[src/bsc_defines.vh]
// Constants shared by the backup switch controller files
`ifndef BSC_DEFINES_VH
`define BSC_DEFINES_VH
// ----------------------------------------------------------------
// Register offsets (byte addresses) and fields
// ----------------------------------------------------------------
`define BSC_REG_CTRL      4'h0
`define BSC_REG_CHAN      4'h4
`define BSC_REG_STAT      4'h8
`define BSC_REG_LINK      4'hC
`define BSC_CTRL_HOLD     0
`define BSC_CTRL_RESTORE  1
`define BSC_RST_HOLD      1'b0
`define BSC_RST_ADDR      5'h00
`define BSC_RST_RIF       2'h0
// ----------------------------------------------------------------
// Channel modes, interfaces, menu pages, display phases
// ----------------------------------------------------------------
`define BSC_MODE_AUTO     2'h0
`define BSC_MODE_MANUAL   2'h1
`define BSC_MODE_REMOTE   2'h2
`define BSC_RIF_MULTIDROP 2'h2
`define BSC_RIF_LAST      2'h2
`define BSC_PAGE_NORMAL   4'h0
`define BSC_PAGE_FIRST    4'h1
`define BSC_PAGE_IF       4'h9
`define BSC_PAGE_ADDR     4'hA
`define BSC_PAGE_HOLD     4'hB
`define BSC_PAGE_RESTORE  4'hC
`define BSC_PAGE_SAVE     4'hD
`define BSC_PH_ALLSEG     2'h0
`define BSC_PH_VERSION    2'h1
`define BSC_PH_STATUS     2'h2
// ----------------------------------------------------------------
// Frame characters
// ----------------------------------------------------------------
`define BSC_CHR_OPEN      8'h7B
`define BSC_CHR_CLOSE     8'h7D
`define BSC_CHR_CMD       8'h43
`define BSC_CHR_STAT      8'h53
`define BSC_CHR_ACK       8'h3E
`define BSC_CHR_ZERO      8'h30
`define BSC_CHR_ONE       8'h31
`define BSC_CHR_FIVE      8'h35
`define BSC_CHR_SIX       8'h36
`define BSC_ADDR_MAX      7'h1F
// ----------------------------------------------------------------
// Timing
// ----------------------------------------------------------------
`define BSC_CLK_KHZ       50000
`define BSC_SHOW_MS       1000
`define BSC_SHOW_CYC      (`BSC_SHOW_MS * `BSC_CLK_KHZ)
`endif

[src/bsc_frame_parser.v]
// Serial command frame parser for the backup switch controller
`timescale 1ns/1ns
`default_nettype none
`include "bsc_defines.vh"
module bsc_frame_parser (
    input  wire       clk,
    input  wire       rst,
    input  wire       ce,
    input  wire [7:0] rx_byte,
    input  wire       rx_valid,
    input  wire       addr_mode,
    input  wire [4:0] my_addr,
    output reg        cmd_valid_ff,
    output reg        cmd_status_ff,
    output reg  [7:0] cmd_code_ff,
    output reg  [7:0] cmd_arg0_ff,
    output reg  [7:0] cmd_arg1_ff,
    output reg  [1:0] cmd_nargs_ff
);
    localparam S_IDLE = 3'h0;
    localparam S_AHI  = 3'h1;
    localparam S_ALO  = 3'h2;
    localparam S_TYPE = 3'h3;
    localparam S_CODE = 3'h4;
    localparam S_DATA = 3'h5;

    reg  [2:0] state_ff;
    reg  [3:0] hi_ff;
    reg        match_ff;
    wire       is_digit;
    wire [6:0] addr_val;

    assign is_digit = (rx_byte[7:4] == 4'h3) && (rx_byte[3:0] <= 4'h9);
    assign addr_val = {3'h0, hi_ff} * 7'h0A + {3'h0, rx_byte[3:0]};

    always @(posedge clk) begin
        if (rst) begin
            state_ff      <= S_IDLE;
            hi_ff         <= 4'h0;
            match_ff      <= 1'b0;
            cmd_valid_ff  <= 1'b0;
            cmd_status_ff <= 1'b0;
            cmd_code_ff   <= 8'h00;
            cmd_arg0_ff   <= 8'h00;
            cmd_arg1_ff   <= 8'h00;
            cmd_nargs_ff  <= 2'h0;
        end else if (ce) begin
            cmd_valid_ff <= 1'b0;
            if (rx_valid) begin
                // An opening brace always restarts, even mid frame
                if (rx_byte == `BSC_CHR_OPEN) begin
                    state_ff <= addr_mode ? S_AHI : S_TYPE;
                    match_ff <= ~addr_mode;
                end else begin
                    case (state_ff)
                    S_AHI: begin
                        hi_ff    <= rx_byte[3:0];
                        state_ff <= is_digit ? S_ALO : S_IDLE;
                    end
                    S_ALO: begin
                        match_ff <= is_digit && (addr_val <= `BSC_ADDR_MAX)
                                    && (addr_val == {2'h0, my_addr});
                        state_ff <= is_digit ? S_TYPE : S_IDLE;
                    end
                    S_TYPE: begin
                        cmd_status_ff <= (rx_byte == `BSC_CHR_STAT);
                        if ((rx_byte == `BSC_CHR_CMD) ||
                            (rx_byte == `BSC_CHR_STAT)) begin
                            state_ff <= S_CODE;
                        end else begin
                            state_ff <= S_IDLE;
                        end
                    end
                    S_CODE: begin
                        cmd_code_ff  <= rx_byte;
                        cmd_nargs_ff <= 2'h0;
                        state_ff     <= S_DATA;
                    end
                    S_DATA: begin
                        if (rx_byte == `BSC_CHR_CLOSE) begin
                            cmd_valid_ff <= match_ff;
                            state_ff     <= S_IDLE;
                        end else if (cmd_nargs_ff == 2'h0) begin
                            cmd_arg0_ff  <= rx_byte;
                            cmd_nargs_ff <= 2'h1;
                        end else if (cmd_nargs_ff == 2'h1) begin
                            cmd_arg1_ff  <= rx_byte;
                            cmd_nargs_ff <= 2'h2;
                        end else begin
                            // No known command carries more data
                            state_ff <= S_IDLE;
                        end
                    end
                    default: state_ff <= S_IDLE;
                    endcase
                end
            end
        end
    end
endmodule // bsc_frame_parser
`default_nettype wire

[src/bsc_top.v]
// Backup switch controller: selection, hold mode, menu, link, registers
// Summary of operation
// - Per channel: manual beats remote beats automatic
// - Twelve ordered menu pages after normal display
// - Edits apply only via menu key and save
// - Save prompt on return or past last page
// - Channel protection and mode kept non-volatile
// - Power-up: all segments, version, then status
// - Horizontal moves cursor, vertical changes value
// - Loss of lock flags that unit alarmed
// - Hold set command: 1 enables, 0 disables
// - Hold query answers frame with one digit
// - Hold on: stay in backup after alarm clears
// - Held marker shown in backup mode column
// - Restore command or panel restore releases hold
// - Restore page follows hold page only when on
// - Hold off: return when causing alarm clears
// - One front-panel indicator per alarmed unit
// - Frames: brace, address, letter, code, data, brace
// - Address prefix only multidrop, range 00-31
// - Executed command acknowledged with greater-than
//
// Our own choices: the placing of the registers and the Wishbone interface to the registers.
`timescale 1ns/1ns
`default_nettype none
`include "bsc_defines.vh"
module bsc_top #(
    parameter SHOW_CYC = `BSC_SHOW_CYC
) (
    input  wire        clk,
    input  wire        rst,
    input  wire        ce,
    input  wire        wb_cyc_i,
    input  wire        wb_stb_i,
    input  wire        wb_we_i,
    input  wire [3:0]  wb_adr_i,
    input  wire [3:0]  wb_sel_i,
    input  wire [31:0] wb_dat_i,
    output reg  [31:0] wb_dat_o,
    output reg         wb_ack_o,
    input  wire [4:0]  key_pin,
    input  wire [4:0]  lock_pin,
    input  wire [11:0] nv_rd_data,
    output reg         nv_wr_ff,
    output reg  [11:0] nv_data_ff,
    input  wire [7:0]  rx_byte,
    input  wire        rx_valid,
    input  wire        tx_ready,
    output reg         tx_valid_ff,
    output reg  [7:0]  tx_byte_ff,
    output reg  [2:0]  bu_sel_ff,
    output reg         held_mark_ff,
    output reg  [4:0]  alarm_led_ff,
    output reg  [1:0]  disp_phase_ff,
    output reg  [3:0]  menu_page_ff,
    output reg         save_yes_ff
);
    // Key bits: 4 menu/execute, 3 left, 2 right, 1 up, 0 down
    reg  [4:0]  key_s1_ff, key_s2_ff, key_s3_ff;
    reg  [4:0]  lock_s1_ff, lock_s2_ff;
    reg  [3:0]  prot_ff, p_prot_ff;
    reg  [7:0]  mode_ff, p_mode_ff;
    reg         hold_ff, p_hold_ff, p_restore_ff, restore_ff;
    reg  [1:0]  rif_ff, p_rif_ff;
    reg  [4:0]  addr_ff, p_addr_ff;
    reg  [3:0]  held_ff;
    reg         boot_ff;
    reg  [25:0] show_cnt_ff;
    reg  [7:0]  txq_ff [0:4];
    reg  [2:0]  tx_idx_ff, tx_len_ff;
    reg  [2:0]  nxt_sel;
    reg  [1:0]  best;
    reg  [1:0]  ch, m, mv;
    integer     k;
    wire [4:0]  kp;
    wire [4:0]  alarm;
    wire [3:0]  nxt_held;
    wire [7:0]  rank;
    wire        cmd_valid, cmd_status;
    wire [7:0]  cmd_code, cmd_arg0, cmd_arg1;
    wire [1:0]  cmd_nargs;
    wire        wb_req, wb_wr;
    wire        up, dn;
    wire        cmd_ch, cmd_hold, cmd_rest, cmd_query, cmd_done;
    wire [1:0]  cidx;

    assign kp     = key_s2_ff & ~key_s3_ff;
    assign up     = kp[1];
    assign dn     = kp[0];
    assign alarm  = ~lock_s2_ff;
    assign wb_req = wb_cyc_i & wb_stb_i & ~wb_ack_o;
    assign wb_wr  = wb_cyc_i & wb_stb_i & wb_ack_o & wb_we_i & wb_sel_i[0];

    // ----------------------------------------------------------------
    // Input synchronisers
    // ----------------------------------------------------------------
    always @(posedge clk) begin
        if (rst) begin
            key_s1_ff  <= 5'h00;
            key_s2_ff  <= 5'h00;
            key_s3_ff  <= 5'h00;
            lock_s1_ff <= 5'h1F;
            lock_s2_ff <= 5'h1F;
        end else if (ce) begin
            key_s1_ff  <= key_pin;
            key_s2_ff  <= key_s1_ff;
            key_s3_ff  <= key_s2_ff;
            lock_s1_ff <= lock_pin;
            lock_s2_ff <= lock_s1_ff;
        end
    end

    // ----------------------------------------------------------------
    // Serial command link
    // ----------------------------------------------------------------
    bsc_frame_parser u_parser (
        .clk           (clk),
        .rst           (rst),
        .ce            (ce),
        .rx_byte       (rx_byte),
        .rx_valid      (rx_valid),
        .addr_mode     (rif_ff == `BSC_RIF_MULTIDROP),
        .my_addr       (addr_ff),
        .cmd_valid_ff  (cmd_valid),
        .cmd_status_ff (cmd_status),
        .cmd_code_ff   (cmd_code),
        .cmd_arg0_ff   (cmd_arg0),
        .cmd_arg1_ff   (cmd_arg1),
        .cmd_nargs_ff  (cmd_nargs)
    );

    assign cidx     = cmd_code[1:0] - 2'h1;
    assign cmd_ch   = cmd_valid & ~cmd_status & (cmd_nargs == 2'h2) &
                      (cmd_code >= `BSC_CHR_ONE) & (cmd_code < `BSC_CHR_FIVE);
    assign cmd_hold = cmd_valid & ~cmd_status & (cmd_nargs == 2'h1) &
                      (cmd_code == `BSC_CHR_FIVE) &
                      (cmd_arg0[7:1] == `BSC_CHR_ZERO >> 1);
    assign cmd_rest = cmd_valid & ~cmd_status & (cmd_nargs == 2'h1) &
                      (cmd_code == `BSC_CHR_SIX);
    assign cmd_query = cmd_valid & cmd_status & (cmd_nargs == 2'h0) &
                       (cmd_code == `BSC_CHR_FIVE);
    assign cmd_done = cmd_ch | cmd_hold | cmd_rest;

    // Answers are dropped while a previous one is still going out
    always @(posedge clk) begin
        if (rst) begin
            tx_valid_ff <= 1'b0;
            tx_byte_ff  <= 8'h00;
            tx_idx_ff   <= 3'h0;
            tx_len_ff   <= 3'h0;
        end else if (ce) begin
            if (tx_valid_ff) begin
                if (tx_ready) begin
                    if (tx_idx_ff < tx_len_ff) begin
                        tx_byte_ff <= txq_ff[tx_idx_ff];
                        tx_idx_ff  <= tx_idx_ff + 3'h1;
                    end else begin
                        tx_valid_ff <= 1'b0;
                    end
                end
            end else if (cmd_done) begin
                tx_valid_ff <= 1'b1;
                tx_byte_ff  <= `BSC_CHR_ACK;
                tx_len_ff   <= 3'h0;
            end else if (cmd_query) begin
                tx_valid_ff <= 1'b1;
                tx_byte_ff  <= `BSC_CHR_OPEN;
                txq_ff[0]   <= `BSC_CHR_OPEN;
                txq_ff[1]   <= `BSC_CHR_STAT;
                txq_ff[2]   <= `BSC_CHR_FIVE;
                txq_ff[3]   <= `BSC_CHR_ZERO | {7'h00, hold_ff};
                txq_ff[4]   <= `BSC_CHR_CLOSE;
                tx_idx_ff   <= 3'h1;
                tx_len_ff   <= 3'h5;
            end
        end
    end

    // ----------------------------------------------------------------
    // Source resolution and hold per channel
    // ----------------------------------------------------------------
    genvar gi;
    generate
        for (gi = 0; gi < 4; gi = gi + 1) begin : g_ch
            wire auto_ch = prot_ff[gi] &
                           (mode_ff[2*gi+1:2*gi] == `BSC_MODE_AUTO);
            // Set after clear so a new alarm outlives a restore
            assign nxt_held[gi] = (hold_ff & auto_ch & alarm[gi]) |
                (held_ff[gi] & hold_ff & ~restore_ff);
            assign rank[2*gi+1:2*gi] =
                ~prot_ff[gi] ? 2'h0 :
                (mode_ff[2*gi+1:2*gi] == `BSC_MODE_MANUAL) ? 2'h3 :
                (mode_ff[2*gi+1:2*gi] == `BSC_MODE_REMOTE) ? 2'h2 :
                (alarm[gi] | held_ff[gi]) ? 2'h1 : 2'h0;
        end
    endgenerate

    // Highest source wins; ties go to the lower channel
    always @* begin
        nxt_sel = 3'h0;
        best    = 2'h0;
        for (k = 3; k >= 0; k = k - 1) begin
            if ((rank[2*k +: 2] != 2'h0) && (rank[2*k +: 2] >= best)) begin
                best    = rank[2*k +: 2];
                nxt_sel = k[2:0] + 3'h1;
            end
        end
    end

    always @(posedge clk) begin
        if (rst) begin
            held_ff      <= 4'h0;
            bu_sel_ff    <= 3'h0;
            held_mark_ff <= 1'b0;
            alarm_led_ff <= 5'h00;
        end else if (ce) begin
            held_ff      <= nxt_held;
            bu_sel_ff    <= nxt_sel;
            held_mark_ff <= (best == 2'h1) & |(held_ff & ~alarm[3:0]);
            alarm_led_ff <= alarm;
        end
    end

    // ----------------------------------------------------------------
    // Settings, menu and power-up display
    // ----------------------------------------------------------------
    always @* begin
        ch = menu_page_ff[2:1] - {1'b0, ~menu_page_ff[0]};
        m  = p_mode_ff[2*ch +: 2];
        mv = up ? ((m == `BSC_MODE_REMOTE) ? 2'h0 : m + 2'h1)
                : ((m == `BSC_MODE_AUTO) ? 2'h2 : m - 2'h1);
    end

    always @(posedge clk) begin
        if (rst) begin
            boot_ff       <= 1'b1;
            prot_ff       <= 4'h0;
            mode_ff       <= 8'h00;
            hold_ff       <= `BSC_RST_HOLD;
            rif_ff        <= `BSC_RST_RIF;
            addr_ff       <= `BSC_RST_ADDR;
            restore_ff    <= 1'b0;
            p_prot_ff     <= 4'h0;
            p_mode_ff     <= 8'h00;
            p_hold_ff     <= `BSC_RST_HOLD;
            p_rif_ff      <= `BSC_RST_RIF;
            p_addr_ff     <= `BSC_RST_ADDR;
            p_restore_ff  <= 1'b0;
            show_cnt_ff   <= 26'h0000000;
            disp_phase_ff <= `BSC_PH_ALLSEG;
            menu_page_ff  <= `BSC_PAGE_NORMAL;
            save_yes_ff   <= 1'b0;
            nv_wr_ff      <= 1'b0;
            nv_data_ff    <= 12'h000;
        end else if (ce) begin
            boot_ff    <= 1'b0;
            restore_ff <= 1'b0;
            // Stored inverted: a blank store means all protected
            if (boot_ff) begin
                prot_ff <= ~nv_rd_data[3:0];
                mode_ff <= nv_rd_data[11:4];
            end
            nv_data_ff <= {mode_ff, ~prot_ff};
            nv_wr_ff   <= ~boot_ff & ({mode_ff, ~prot_ff} != nv_data_ff);
            if (disp_phase_ff != `BSC_PH_STATUS) begin
                if (show_cnt_ff == SHOW_CYC - 1) begin
                    show_cnt_ff   <= 26'h0000000;
                    disp_phase_ff <= disp_phase_ff + 2'h1;
                end else begin
                    show_cnt_ff <= show_cnt_ff + 26'h0000001;
                end
            end
            if (cmd_ch) begin
                prot_ff[cidx] <= (cmd_arg0 == `BSC_CHR_ZERO);
                // Manual stays put against remote requests
                if (mode_ff[2*cidx +: 2] != `BSC_MODE_MANUAL) begin
                    mode_ff[2*cidx +: 2] <= (cmd_arg1 == `BSC_CHR_ONE) ?
                        `BSC_MODE_REMOTE : `BSC_MODE_AUTO;
                end
            end
            if (cmd_hold) begin
                hold_ff <= cmd_arg0[0];
            end
            if (cmd_rest && (cmd_arg0 == `BSC_CHR_ONE)) begin
                restore_ff <= 1'b1;
            end
            if (wb_wr && (wb_adr_i[3:2] == `BSC_REG_CTRL >> 2)) begin
                hold_ff <= wb_dat_i[`BSC_CTRL_HOLD];
                if (wb_dat_i[`BSC_CTRL_RESTORE]) begin
                    restore_ff <= 1'b1;
                end
            end
            if (wb_wr && (wb_adr_i[3:2] == `BSC_REG_LINK >> 2)) begin
                addr_ff <= wb_dat_i[4:0];
                if (wb_sel_i[1] && (wb_dat_i[9:8] <= `BSC_RIF_LAST)) begin
                    rif_ff <= wb_dat_i[9:8];
                end
            end
            if (disp_phase_ff == `BSC_PH_STATUS) begin
                if (menu_page_ff == `BSC_PAGE_NORMAL) begin
                    if (kp[4]) begin
                        menu_page_ff <= `BSC_PAGE_FIRST;
                        p_prot_ff    <= prot_ff;
                        p_mode_ff    <= mode_ff;
                        p_hold_ff    <= hold_ff;
                        p_rif_ff     <= rif_ff;
                        p_addr_ff    <= addr_ff;
                        p_restore_ff <= 1'b0;
                        save_yes_ff  <= 1'b0;
                    end
                end else if (menu_page_ff == `BSC_PAGE_SAVE) begin
                    if (up | dn) begin
                        save_yes_ff <= ~save_yes_ff;
                    end
                    if (kp[4]) begin
                        menu_page_ff <= `BSC_PAGE_NORMAL;
                        // Leaving without a confirmed save drops edits
                        if (save_yes_ff) begin
                            prot_ff    <= p_prot_ff;
                            mode_ff    <= p_mode_ff;
                            hold_ff    <= p_hold_ff;
                            rif_ff     <= p_rif_ff;
                            addr_ff    <= p_addr_ff;
                            restore_ff <= p_restore_ff & p_hold_ff;
                        end
                    end
                end else if (kp[4]) begin
                    menu_page_ff <= `BSC_PAGE_SAVE;
                end else if (kp[2]) begin
                    if ((menu_page_ff == `BSC_PAGE_RESTORE) ||
                        ((menu_page_ff == `BSC_PAGE_HOLD) && !p_hold_ff)) begin
                        menu_page_ff <= `BSC_PAGE_SAVE;
                    end else begin
                        menu_page_ff <= menu_page_ff + 4'h1;
                    end
                end else if (kp[3]) begin
                    // Stepping left off the first page is the return option
                    if (menu_page_ff == `BSC_PAGE_FIRST) begin
                        menu_page_ff <= `BSC_PAGE_SAVE;
                    end else begin
                        menu_page_ff <= menu_page_ff - 4'h1;
                    end
                end else if (up | dn) begin
                    case (menu_page_ff)
                    `BSC_PAGE_IF: begin
                        if (up) begin
                            p_rif_ff <= (p_rif_ff == `BSC_RIF_LAST) ? 2'h0
                                        : p_rif_ff + 2'h1;
                        end else begin
                            p_rif_ff <= (p_rif_ff == 2'h0) ? `BSC_RIF_LAST
                                        : p_rif_ff - 2'h1;
                        end
                    end
                    `BSC_PAGE_ADDR: p_addr_ff <= up ? p_addr_ff + 5'h01
                                                    : p_addr_ff - 5'h01;
                    `BSC_PAGE_HOLD: p_hold_ff <= ~p_hold_ff;
                    `BSC_PAGE_RESTORE: p_restore_ff <= up;
                    default: begin
                        if (menu_page_ff[0]) begin
                            p_prot_ff[ch] <= ~p_prot_ff[ch];
                        end else begin
                            p_mode_ff[2*ch +: 2] <= mv;
                        end
                    end
                    endcase
                end
            end
        end
    end

    // ----------------------------------------------------------------
    // Wishbone slave: one wait state, only address bits 3:2 decoded, so every read hits a register
    // ----------------------------------------------------------------
    always @(posedge clk) begin
        if (rst) begin
            wb_ack_o <= 1'b0;
            wb_dat_o <= 32'h00000000;
        end else if (ce) begin
            wb_ack_o <= wb_req;
            wb_dat_o <= 32'h00000000;
            if (wb_req && !wb_we_i) begin
                case (wb_adr_i[3:2])
                2'h0: wb_dat_o <= {31'h00000000, hold_ff};
                2'h1: wb_dat_o <= {16'h0000, mode_ff, 4'h0, prot_ff};
                2'h2: wb_dat_o <= {4'h0, menu_page_ff, 2'h0, disp_phase_ff,
                                   1'b0, bu_sel_ff, 4'h0, held_ff,
                                   3'h0, alarm_led_ff};
                2'h3: wb_dat_o <= {22'h000000, rif_ff, 3'h0, addr_ff};
                default: wb_dat_o <= 32'h00000000;
                endcase
            end
        end
    end
endmodule // bsc_top
`default_nettype wire

[config.mk]
export PLATFORM = sky130hd
export DESIGN_NAME = bsc_top
export DESIGN_NICKNAME = d
export VERILOG_FILES = /design/src/bsc_frame_parser.v /design/src/bsc_top.v
export VERILOG_INCLUDE_DIRS = /design/src
export SDC_FILE = /design/constraint.sdc
export NUM_CORES = 1
export LEC_CHECK = 0
export BUFFER_PORTS_ARGS = -buffer_cell sky130_fd_sc_hd__buf_4
export CAP_MARGIN = 5
export CORE_ASPECT_RATIO = 0.7
export CORE_MARGIN = 2
export CORE_UTILIZATION = 55
export DETAILED_ROUTE_END_ITERATION = 12
export GPL_ROUTABILITY_DRIVEN = 1
export GPL_TIMING_DRIVEN = 0
export PLACE_DENSITY = 0.85
export SYNTH_ARGS = -nofsm -noshare
export SYNTH_HDL_FRONTEND = slang
export SYNTH_SLANG_ARGS = --single-unit
[constraint.sdc]
create_clock -name clk -period 5.5 [get_ports clk]
set_input_delay 1.1 -clock clk [delete_from_list [all_inputs] [get_ports clk]]
set_output_delay 1.1 -clock clk [all_outputs]
set_load 0.02 [all_outputs]
=== Word-level counts from Yosys, hierarchy flattened ===
Memories as Yosys holds them, arrays and structs flattened. A register that Yosys moved wholly into a read port is not among the register bits.
Index checks and enable logic that the tools add are counted.

* Bits in registers: 211
* Bits in writable memories: 30
* Input bits: 78
* Output and inout bits: 71
* Memories kept: 1

{| class="wikitable"
|+ Memory list
! memory !! depth !! bits a word !! read ports !! clocked after memory_dff !! write ports !! line !! source
|-
| txq_ff || 5 || 6 || 1 || 1 || 5 || bsc_top.v:69 || <nowiki>reg [7:0] txq_ff [0:4];</nowiki>
|}

* Add/subtract/negate cells: 16
* Multiply operators: 1
* $lt $le $gt $ge: 14
* Eq/ne operators: 60
* Shift operators: 6
* Multiplexer cells: 197
* Bitwise operators: 70
* Reductions and logical operators: 69

{| class="wikitable"
|+ Operators with widths
! operator !! number
|-
| $mux W8 || 24
|-
| $pmux W32 S4 || 1
|-
| $mux W4 || 27
|-
| $mux W2 || 44
|-
| $mux W5 || 15
|-
| $neg A3 Y34 || 2
|-
| $shift A2 B34 Y8 const A || 2
|-
| $shiftx A2 B34 Y8 || 2
|-
| $mux W1 || 57
|-
| $mux W3 || 18
|-
| $eq A8 B6 Y1 const B || 5
|-
| $and A1 B1 Y1 || 39
|-
| $reduce_and A9 Y1 || 4
|-
| $eq A8 B7 Y1 const B || 4
|-
| $mux W32 || 1
|-
| $add A26 B1 Y26 const B || 1
|-
| $eq A26 B26 Y1 const B || 1
|-
| $mux W26 || 1
|-
| $reduce_bool A3 Y1 || 8
|-
| $eq A2 B2 Y1 const B || 11
|-
| $eq A4 B4 Y1 const B || 5
|-
| $reduce_and A10 Y1 || 2
|-
| $reduce_and A4 Y1 || 5
|-
| $reduce_bool A2 Y1 || 10
|-
| other kinds (57) || 144
|}

=== Depth between registers and ports, before layout ===
Gate-level depths: netlist (run 1).

* Depth in word-level cells: 20
* Depth in mapped cells: 22
* Depth with buffers taken out: 22

=== Hierarchy ===
From an unflattened synthesis (run 1), not the netlist that was laid out.

* Cell total of the unflattened synthesis: 1281
* Area total of the unflattened synthesis: 10990.5 sq um

{| class="wikitable"
|+ Modules (own cells, without submodules)
! module !! instances !! cells each !! area an instance (sq um)
|-
| bsc_top || 1 || 1083 || 9143.8
|-
| bsc_frame_parser || 1 || 198 || 1846.8
|}

=== Least setup slack after synthesis (run 1) ===
No wires, ideal clock.

* Path type: register to register
* Start: register mode_ff[4]
* End: register bu_sel_ff[2]
* Library setup time: 59 ps
* Arrival: 3799 ps
* Required time: 5441 ps
* Path slack: 1642 ps
* Stages on the path, launching flop included: 23
* Buffers on the path: 0
* Cell sequence: dfxtp_1 > inv_1 > ha_1 > inv_1 > a21oi_1 > nand2b_1 > ha_1 > nand2b_1 > a21oi_1 > nor3_1 > a21oi_1 > inv_1 > ha_1 > nand2b_1 > a21o_1 > and2_1 > o21ai_0 > ha_1 > nand2b_1 > a21o_1 > and3_1 > nor3_1 > a31o_2

* Longest elaborated chain between the ends: 13

{| class="wikitable"
|+ Ends and longest elaborated chain
! item !! line !! source
|-
| start, declared || bsc_top.v:62 || <nowiki>reg [7:0] mode_ff, p_mode_ff;</nowiki>
|-
| start signal, assigned || bsc_top.v:261 || <nowiki>mode_ff <= nv_rd_data[11:4];</nowiki>
|-
| start signal, assigned by index || bsc_top.v:277 || <nowiki>mode_ff[2*cidx +: 2] <= (cmd_arg1 == `BSC_CHR_ONE) ?</nowiki>
|-
| start signal, assigned || bsc_top.v:320 || <nowiki>mode_ff <= p_mode_ff;</nowiki>
|-
| $eq A2 B2 Y1 (no line) || n/a ||
|-
| $mux W2 || bsc_top.v:193 || <nowiki>(mode_ff[2*gi+1:2*gi] == `BSC_MODE_REMOTE) ? 2'h2 :</nowiki>
|-
| $mux W2 * || bsc_top.v:192 || <nowiki>(mode_ff[2*gi+1:2*gi] == `BSC_MODE_MANUAL) ? 2'h3 :</nowiki>
|-
| $mux W2 * || bsc_top.v:191 || <nowiki>~prot_ff[gi] ? 2'h0 :</nowiki>
|-
| $ge A2 B2 Y1 / $reduce_bool A2 Y1 (equally long branches) || bsc_top.v:203 || <nowiki>if ((rank[2*k +: 2] != 2'h0) && (rank[2*k +: 2] >= best)) begin</nowiki>
|-
| $logic_and A1 B1 Y1 || bsc_top.v:203 ||
|-
| $mux W2 || bsc_top.v:203 ||
|-
| $ge A2 B2 Y1 || bsc_top.v:203 ||
|-
| $logic_and A1 B1 Y1 || bsc_top.v:203 ||
|-
| $mux W2 || bsc_top.v:203 ||
|-
| $ge A2 B2 Y1 || bsc_top.v:203 ||
|-
| $logic_and A1 B1 Y1 || bsc_top.v:203 ||
|-
| $mux W3 * || bsc_top.v:203 ||
|-
| end signal, assigned || bsc_top.v:218 || <nowiki>bu_sel_ff <= nxt_sel;</nowiki>
|-
| end, declared || bsc_top.v:51 || <nowiki>output reg [2:0] bu_sel_ff,</nowiki>
|}

Every way passes the cells marked *; elsewhere a longest branch is shown, timed or not.
A chain may end at the register's enable or synchronous reset.

=== Final worst setup path (run 1) ===
* Start: register mode_ff[5]
* End: register bu_sel_ff[1]

The elaborated chain is that of the path after synthesis.

==> results.md, run 1 <==
- Core box area: 0.0197 mm²
- Total power: 3.20 mW
- Top cells by area, synth: dfxtp_1, mux2i_1, nor2_1
- RD Place Congestion: 1.02
- Fmax: 208 MHz
- Root buffer cell: clkbuf_16
- Critical path cell sequence: inv_1 > ha_1 > a21oi_1 > nand2b_1 > ha_1 > nand2b_1 > a21oi_1 > nor3_1 > a21oi_1 > inv_1 > ha_1 > nand2b_1 > a21o_1 > and2_1 > o21ai_0 > ha_1 > nand2b_1 > a21o_1 > and3_1 > a211oi_1 > a31o_2
- Post-synth top area share: 0.366
- CTS Buf Count: 21
- Fin area: 0.0128 mm²
- CTS tree: yes
- Crit Path Max Fanout: 8
- Final Max Tran Viols: 0
- Slew margin rel.: 0.280
- Post-Syn Instances: 1299
- Max-capacitance violation count: 0
- GRT overflow: 0
- DRC: 0
- Die Span X: 173 µm
- First-pass GRT wire length: 53900 µm
- Routed Antenna Nets: 0
- Worst-Skew Late Latency: 0.51 ns
- Initial DRC count: 1499
- PwrDens: 250 mW/mm²
- Largest area contributor in the netlist: dfxtp_1
- Synth-to-layout area growth: 16.4%
- FFs w/ async S/R, synth: 0
- Die H: 122 µm
- Endpoints failing hold: 0
- Avg Cell Area, Syn: 8.46 µm²
- First-pass DRT Iterations: 9
- Placed inst area: 0.0122 mm²
- Cts hold-fix bufs: 0
- Post-CTS resize count: 0
- Final Worst Setup Slack: 0.686 ns
- Synth top cells by count: dfxtp_1, nor2_1, nand2_1, a21oi_1, mux2i_1
- WL final: 35600 µm
- Arrival time worst endpoint: 5.27 ns
- Register Area: 0.00405 mm²
- Multi-input gate area: 0.00639 mm²
- Crit path capture type: register
- Clock sinks: 202
- Dpl hpwl: 26700 µm
- Reg power frac: 0.476
- Top Family by Delay on Critical Path: compound AO/OA/AOI/OAI gates
- Post-CTS Setup Inserts: 0
- Slowest-stage cell, CP: dfxtp_1
- Largest net degree at the start of global routing: 15
- Crit path kind: register to register
- Tightest Pin Transition: 1.08 ns
- # fillers: 1649
- Final #Nets: 1567
- Switching part of the total: 0.270
- Synthesized flop and latch total: 202
- Port Buffers: 107
- Total number of vias: 10700
- Antenna violations before repair: 0
- Synth Cell Area: 0.0110 mm²
- Combinational Power Share: 0.109
- Synth Warn #: 0
- Layout cells sized above 1: 0.134
- CTS Buffer Depth: 3
- Library cells used by synthesis: 92
- Final-report setup violation count: 0
- Critical Path Max Stage Delay: 0.58 ns
- EDFF count, synth: 1
- Minimum clock period after layout: 4.81 ns
- Post-Place Setup Slack: 0.877 ns
- Starting density of the core: 0.558
- DR WL/cell: 20.6 µm
- RSZ-0062 raised after global routing: no
- P_int: 2.34 mW
- Global-route usage over all layers: 0.327
- Rows: 43
- Setup TNS: 0 ns
- Setup Skew: 0.0120 ns
- Leak: 5.15 nW
- Clk network pwr share: 0.415
- Net load switching power: 864 µW
- Sequential fraction of the synthesis area: 0.369
- H-tree Lvls: 1
- Status: complete, no violations
- Most frequent cell after synthesis: dfxtp_1
- Die area: 0.0212 mm²
- Buf/Inv on CP: 2
- Vias in the first global route: 9750
- Type of origin of the critical path: register
- Final period util: 0.875
- Min-Delay Path Class: register to register
- Maximum resistive drop on vdd: 199 µV
- Reg clk slew, reported paths: 0.06 ns
- Worst EP required: 5.95 ns
- Avg Vias per Cell: 6.21
- Leading register cell type out of synthesis: dfxtp_1
- I/O Pins: 149
-- kinds of logic after synthesis --
family | synth area share
and+or+nand+nor | 0.225
buffers and inverters | 0.0535
muxes | 0.0761
xor gates and xnor gates | 0.0405
adders and majority gates | 0.0590
DFF | 0.369
AOI/OAI and AO/OA | 0.176
other | 0.000341
-- final timing paths --
| check | slack (ns) | endpoint | cells after the start | start |
|---|---|---|---|---|
| worst max-delay path | 0.69 | bu_sel_ff[1] | 21 | mode_ff[5] |
| worst max register to register | 0.69 | bu_sel_ff[1] | 21 | mode_ff[5] |
| worst min register to register | 0.44 | alarm_led_ff[4] | 1 | lock_s2_ff[4] |
| worst min-delay path | 0.44 | alarm_led_ff[4] | 1 | lock_s2_ff[4] |
-- state kept, by name (all words and copies together), names as in the netlist, 5 cells and up, named ones only --
name,flops
nv_data_ff,12
mode_ff,8
p_mode_ff,8
addr_ff,5
key_s2_ff,5
lock_s2_ff,5
show_cnt_ff,26
lock_s1_ff,5
tx_byte_ff,7
u_parser.cmd_arg0_ff,8
key_s1_ff,5
wb_dat_o,22
alarm_led_ff,5
key_s3_ff,5
u_parser.cmd_code_ff,8
p_addr_ff,5
u_parser.cmd_arg1_ff,8
-- metal layers --
metal / vias up / global-route usage / wire [µm]
met4: 0 / 0.118 / 1370
met1: 4971 / 0.458 / 15000
li1: 4899 / - / -
met5: - / 0 / 0
met2: 718 / 0.468 / 13900
met3: 115 / 0.112 / 5280
-- area by class of cell --
class,instances,share of cell area
Antenna cell,1,0.000196
Clock inverter,10,0.00469
Clock buffer,27,0.0436
Tap cell,270,0.0264
Timing Repair Buffer,107,0.0628
Buffer,81,0.0298
Inverter,55,0.0161
Sequential cell,202,0.317
Multi-Input combinational cell,971,0.499
-- placed cells by master, fill, tap and decap left out, types with 8 or more instances in the layout --
master | synthesis | layout
o21ai_0 | 52 | 52
dfxtp_1 | 201 | 201
or3_1 | 14 | 14
inv_1 | 53 | 53
and3_1 | 10 | 10
a31oi_1 | 8 | 8
xnor2_1 | 23 | 23
buf_2 | 11 | 11
ha_1 | 47 | 47
xor2_1 | 26 | 26
mux2i_1 | 72 | 72
clkbuf_16 | 0 | 21
nor2_1 | 173 | 173
o211ai_1 | 8 | 8
nand2_1 | 129 | 129
clkbuf_1 | 50 | 55
buf_4 | 11 | 118
a211oi_1 | 20 | 20
nand3_1 | 33 | 33
nand4_1 | 21 | 21
conb_1 | 1 | 11
nor2b_1 | 17 | 17
nor3_1 | 19 | 19
nand2b_1 | 26 | 26
a21oi_1 | 72 | 72
a22oi_1 | 29 | 29
a311oi_1 | 18 | 18
-- power by group through the flow --
| stage | combinational [mW] | clock [mW] | sequential [mW] |
|---|---|---|---|
| after floorplan | 0.196 | 0 | 1.55 |
| after global placement | 0.328 | 0 | 1.56 |
| after detailed placement | 0.335 | 0 | 1.56 |
| after CTS | 0.337 | 1.33 | 1.52 |
| after global routing | 0.372 | 1.39 | 1.53 |
| final | 0.349 | 1.33 | 1.53 |
-- metrics by stage --
step / cells / hold slack (ns) / util
6_report: 1724 / 0.444 / 0.650
2_1_floorplan: 1309 / 0.406 / -
3_5_place_dp: 1686 / 0.431 / 0.618
3_3_place_gp: 1686 / 0.421 / 0.618
4_1_cts: 1723 / 0.441 / 0.650
5_1_grt: 1723 / 0.468 / 0.650
Power figures use the tool's default switching activity.
==> inputs of run 2 (changes only) <==
CORE_UTILIZATION = 53   (was 55)
RECOVER_POWER = 50   (was unset)
clock period = 4.4 ns   (was 5.5 ns; I/O delays follow)
==> results.md, run 2 (same netlist as run 1, synthesis figures left out) <==
- Type of origin of the critical path: register
- Critical path cell sequence: inv_2 > ha_1 > o21bai_1 > and2_4 > ha_1 > nand2b_1 > a21oi_2 > nor3_1 > a21oi_1 > inv_1 > ha_1 > nand2b_1 > a21o_1 > o211ai_1 > o21ai_1 > ha_1 > nand2b_1 > a21o_1 > and3_1 > nor3_1 > a31o_2
- Final core utilization: 0.617
- Arrival time worst endpoint: 4.66 ns
- Vias in the first global route: 9905
- Final-report setup violation count: 0
- Root buffer cell: clkbuf_16
- Cts hold-fix bufs: 0
- Dpl hpwl: 27100 µm
- Register Area: 0.00407 mm²
- Buf/Inv on CP: 2
- WL final: 36600 µm
- Worst-Skew Late Latency: 0.52 ns
- Met1 Wirelength: 16000 µm
- Met3 routed WL: 4540 µm
- Worst r2r path cells: 21
- Avg Vias per Cell: 6.22
- Hold path depth: 1
- Port Buffers: 107
- WL met2: 15100 µm
- Antenna violations before repair: 0
- PwrDens: 325 mW/mm²
- Worst EP required: 4.87 ns
- Max-capacitance violation count: 0
- First-pass GRT wire length: 55900 µm
- Setup Skew: 0.0242 ns
- Commonest non-fill, non-tap cell in the layout: dfxtp_1
- Die H: 124 µm
- Top Family by Delay on Critical Path: compound AO/OA/AOI/OAI gates
- Commonest cells after routing, fill and taps aside: dfxtp_1, nor2_1, nand2_1
- WP depth: 21
- Fin area: 0.0127 mm²
- Tightest Pin Transition: 1.03 ns
- Final #Nets: 1574
- Rows: 44
- Layout cells sized above 1: 0.0986
- DR WL/cell: 21.1 µm
- Post-Place Setup Slack: -0.248 ns
- GRT overflow: 0
- N_diodes: 0
- Synth-to-layout area growth: 15.2%
- Highest routed layer: met4
- Die Span X: 176 µm
- Fmax: 238 MHz
- I/O Pins: 149
- Max reg flops: 26
- Status: complete, no violations
- Top flop regs: show_cnt_ff (26), wb_dat_o (22), nv_data_ff (12)
- DRC: 0
- Endpoints failing hold: 0
- Starting density of the core: 0.535
- CTS tree: yes
- Multi-input gate area: 0.00638 mm²
- Leak: 4.95 nW
- Core box area: 0.0205 mm²
- Slowest-stage cell, CP: dfxtp_4
- CTS Buf Count: 21
- Most used cell, CP: ha_1
- Top reg by flops: show_cnt_ff
- Final period util: 0.954
- Crit Path Max Fanout: 6
- Setup TNS: 0 ns
- H-tree Lvls: 1
- Minimum clock period after layout: 4.20 ns
- Routed Antenna Nets: 0
- RD Place Congestion: 0.996
- Maximum resistive drop on vdd: 286 µV
- Final Max Tran Viols: 0
- Clock sinks: 202
- Die area: 0.0219 mm²
- CTS Buffer Depth: 3
- Largest net degree at the start of global routing: 16
- Crit path capture type: register
- First-pass DRT Iterations: 6
- # fillers: 1837
- Initial DRC count: 1392
- Reg clk slew, reported paths: 0.07 ns
- Crit path kind: register to register
- Min-Delay Path Class: register to register
- Global-route usage over all layers: 0.325
- Placed inst area: 0.0122 mm²
- Final Worst Setup Slack: 0.204 ns
- Slew margin rel.: 0.306
- Critical Path Max Stage Delay: 0.41 ns
- Total number of vias: 10800
run 2: changes by cell type in the layout (fill, tap and decap cells not counted), moves of 3 or more:
cell      delta
buf_2        -3
buf_4       -55
clkbuf_1    +65
dfxtp_1      -4
dfxtp_4      +4
run 2: worst paths after layout:
path / start / to / slack [ns]
worst min register to register: lock_s2_ff[4] / alarm_led_ff[4] / 0.45
worst max register to register: mode_ff[7] / bu_sel_ff[2] / 0.20
worst max-delay path: mode_ff[7] / bu_sel_ff[2] / 0.20
worst min-delay path: lock_s2_ff[4] / alarm_led_ff[4] / 0.45
run 2: stage by stage:
| stage | hold WS [ns] | instances | power, mW |
|---|---|---|---|
| finish | 0.449 | 1736 | 4.11 |
| global route | 0.476 | 1736 | 4.21 |
| CTS | 0.446 | 1729 | 4.09 |
| detailed placement | 0.437 | 1692 | 2.37 |
| global placement | 0.424 | 1692 | 2.36 |
| floorplan | 0.406 | 1309 | 2.19 |
run 2: area by class of cell:
type / count / area share
plain buffers: 81 / 0.0292
clock buffers: 27 / 0.0456
clock inverters: 10 / 0.00682
inverters: 55 / 0.0163
multi-input cells: 971 / 0.504
flip-flops and latches: 202 / 0.321
well taps: 276 / 0.0273
repair buffers: 114 / 0.0492
run 2: layer usage:
layer	up-vias	track usage
li1	4913	-
met5	-	0
met3	94	0.0833
met2	694	0.478
met4	0	0.0783
met1	5093	0.474
run 2: worst reg2reg max path, delay by kind of cell, from the launching register on:
kind / cells / cell delay (ns)
compound gates: 8 / 1.45
fa+ha+maj: 4 / 1.01
simple gates: 7 / 1.15
buf+inv: 2 / 0.17
flops: 1 / 0.41
run 2: where the power goes:
group	switching (mW)	internal, mW
sequential	0.0424	1.86
combinational	0.282	0.155
clock	0.775	0.993
total	1.10	3.01
run 2: what timing repair did:
action | CTS | global route
resized for setup | 6 | 9
buffers inserted | 0 | 7
setup endpoints to repair | 4 | 4
pin swaps | 0 | 1
==> inputs of run 3 (changes only) <==
CORE_ASPECT_RATIO = unset   (was 0.7)
==> results.md, run 3 (same netlist as run 1, synthesis figures left out) <==
- Status: complete, but fails checks
- Failing checks: capacitance limit, slew limit
- First-pass DRT Iterations: 6
- Top flop regs: show_cnt_ff (26), wb_dat_o (22), nv_data_ff (12)
- Top Family by Delay on Critical Path: compound AO/OA/AOI/OAI gates
- Endpoints failing hold: 0
- Leak: 5.00 nW
- Die H: 148 µm
- Setup slack, reg-to-reg: 0.16 ns
- Worst r2r src: mode_ff[7]
- Fmax: 236 MHz
- Antenna violations before repair: 0
- Routed Antenna Nets: 0
- Critical Path Max Stage Delay: 0.40 ns
- DRC: 0
- CTS Buf Count: 22
- Rows: 52
- Synth-to-layout area growth: 16.0%
- Min-delay src: tx_byte_ff[5]
- Final Max Tran Viols: 10
- Clock sinks: 202
- Commonest cells after routing, fill and taps aside: dfxtp_1, nor2_1, nand2_1
- CTS tree: yes
- Final-report setup violation count: 0
- Dpl hpwl: 24800 µm
- Die Span X: 148 µm
- Buf/Inv on CP: 2
- RD Place Congestion: 0.978
- Die area: 0.0219 mm²
- Critical path cell sequence: clkinvlp_4 > ha_1 > o21bai_1 > and2_1 > ha_1 > nand2b_1 > a21oi_2 > nor3_1 > a21oi_1 > inv_1 > ha_1 > nand2b_1 > a21o_1 > and2_1 > o21ai_1 > ha_1 > nand2b_1 > a21o_1 > and3_1 > a211oi_1 > a31o_2
- Root buffer cell: clkbuf_16
- N_diodes: 0
- Crit path capture type: register
- Top reg by flops: show_cnt_ff
- Slew margin rel.: -0.253
- Most used cell, CP: ha_1
- Commonest non-fill, non-tap cell in the layout: dfxtp_1
- Worst r2r path cells: 21
- Min-Delay Path Class: register to register
- Worst EP required: 4.86 ns
- WL final: 34100 µm
- Avg Vias per Cell: 6.12
- DR WL/cell: 19.7 µm
- Setup Skew: 0.0150 ns
- Crit path kind: register to register
- Tightest Pin Transition: 1.86 ns
- Placed instance count: 1686
- GRT overflow: 0
- Worst Hold End: tx_byte_ff[5]
- Worst flop-to-flop path endpoint: bu_sel_ff[1]
- Max reg flops: 26
- Largest net degree at the start of global routing: 15
- H-tree Lvls: 1
- Initial DRC count: 1248
- Crit Path Max Fanout: 5
- Maximum resistive drop on vdd: 301 µV
- Final period util: 0.964
- Total power: 4.24 mW
- Cts hold-fix bufs: 0
- Minimum clock period after layout: 4.24 ns
- PwrDens: 332 mW/mm²
- Slowest-stage cell, CP: dfxtp_4
- Non-Filler Instances: 1733
- Vias in the first global route: 10000
- Arrival time worst endpoint: 4.70 ns
- Crit path launch: mode_ff[7]
- Type of origin of the critical path: register
- Total number of vias: 10600
- Core box area: 0.0203 mm²
- Max-capacitance violation count: 1
- Final #Nets: 1579
- Worst-Skew Late Latency: 0.51 ns
- CTS Buffer Depth: 3
- Layout cells sized above 1: 0.0998
- Global-route usage over all layers: 0.301
- Starting density of the core: 0.542
- Port Buffers: 107
- First-pass GRT wire length: 52600 µm
- Reg clk slew, reported paths: 0.06 ns
- I/O Pins: 149
- Hold path depth: 2
- WP depth: 21
run 3: stage by stage:
stage	hold slack, ns	setup WS [ns]	setup TNS (ns)	utilization	area, µm²
after floorplan	0.406	0.542	0	-	11000
after global placement	0.426	-0.0815	-0.223	0.600	12200
after detailed placement	0.435	-0.233	-0.652	0.600	12200
after CTS	0.450	0.00512	0	0.636	12900
after global routing	0.475	-0.0315	-0.0359	0.628	12800
final	0.444	0.160	0	0.628	12800
run 3: tightest hold or removal path: stages, from the launching register on:
cell     delay (ns)
dfxtp_1        0.31
inv_1          0.04
a21oi_1        0.05
run 3: worst max path at each step:
stage / to / slack, ns
final: bu_sel_ff[1] / 0.16
after floorplan: bu_sel_ff[2] / 0.54
after global routing: bu_sel_ff[2] / -0.03
after CTS: bu_sel_ff[2] / 0.005
after global placement: bu_sel_ff[1] / -0.08
after detailed placement: bu_sel_ff[2] / -0.23
run 3: where the power goes:
group          leakage, nW  internal (mW)  total, mW  switching (mW)
logic                 2.99          0.158      0.431           0.273
registers             1.64           1.86       1.91          0.0415
clock network        0.365           1.14       1.90           0.756
total                 5.00           3.17       4.24            1.07
run 3: timing repair:
action	CTS	global route
buffers inserted	0	11
cloned	0	0
endpoints found under the setup margin	4	4
resized for setup	7	7
pin swaps	0	1
run 3: area by class of cell:
type                            count  area, µm²
Fill cell                        1774       7550
Clock buffer                       29        648
Sequential cell                   202       4070
Clock inverter                      7       87.6
Multi-Input combinational cell    971       6370
Buffer                             81        377
Tap cell                          270        338
Inverter                           55        210
Timing Repair Buffer              118        653
run 3: per-layer routing:
metal | global-route usage | vias to the layer above | part of all wire
met5 | 0 | - | 0
met2 | 0.498 | 618 | 0.46
met1 | 0.385 | 4948 | 0.39
met4 | 0.142 | 0 | 0.053
met3 | 0.0494 | 130 | 0.10
li1 | - | 4909 | -
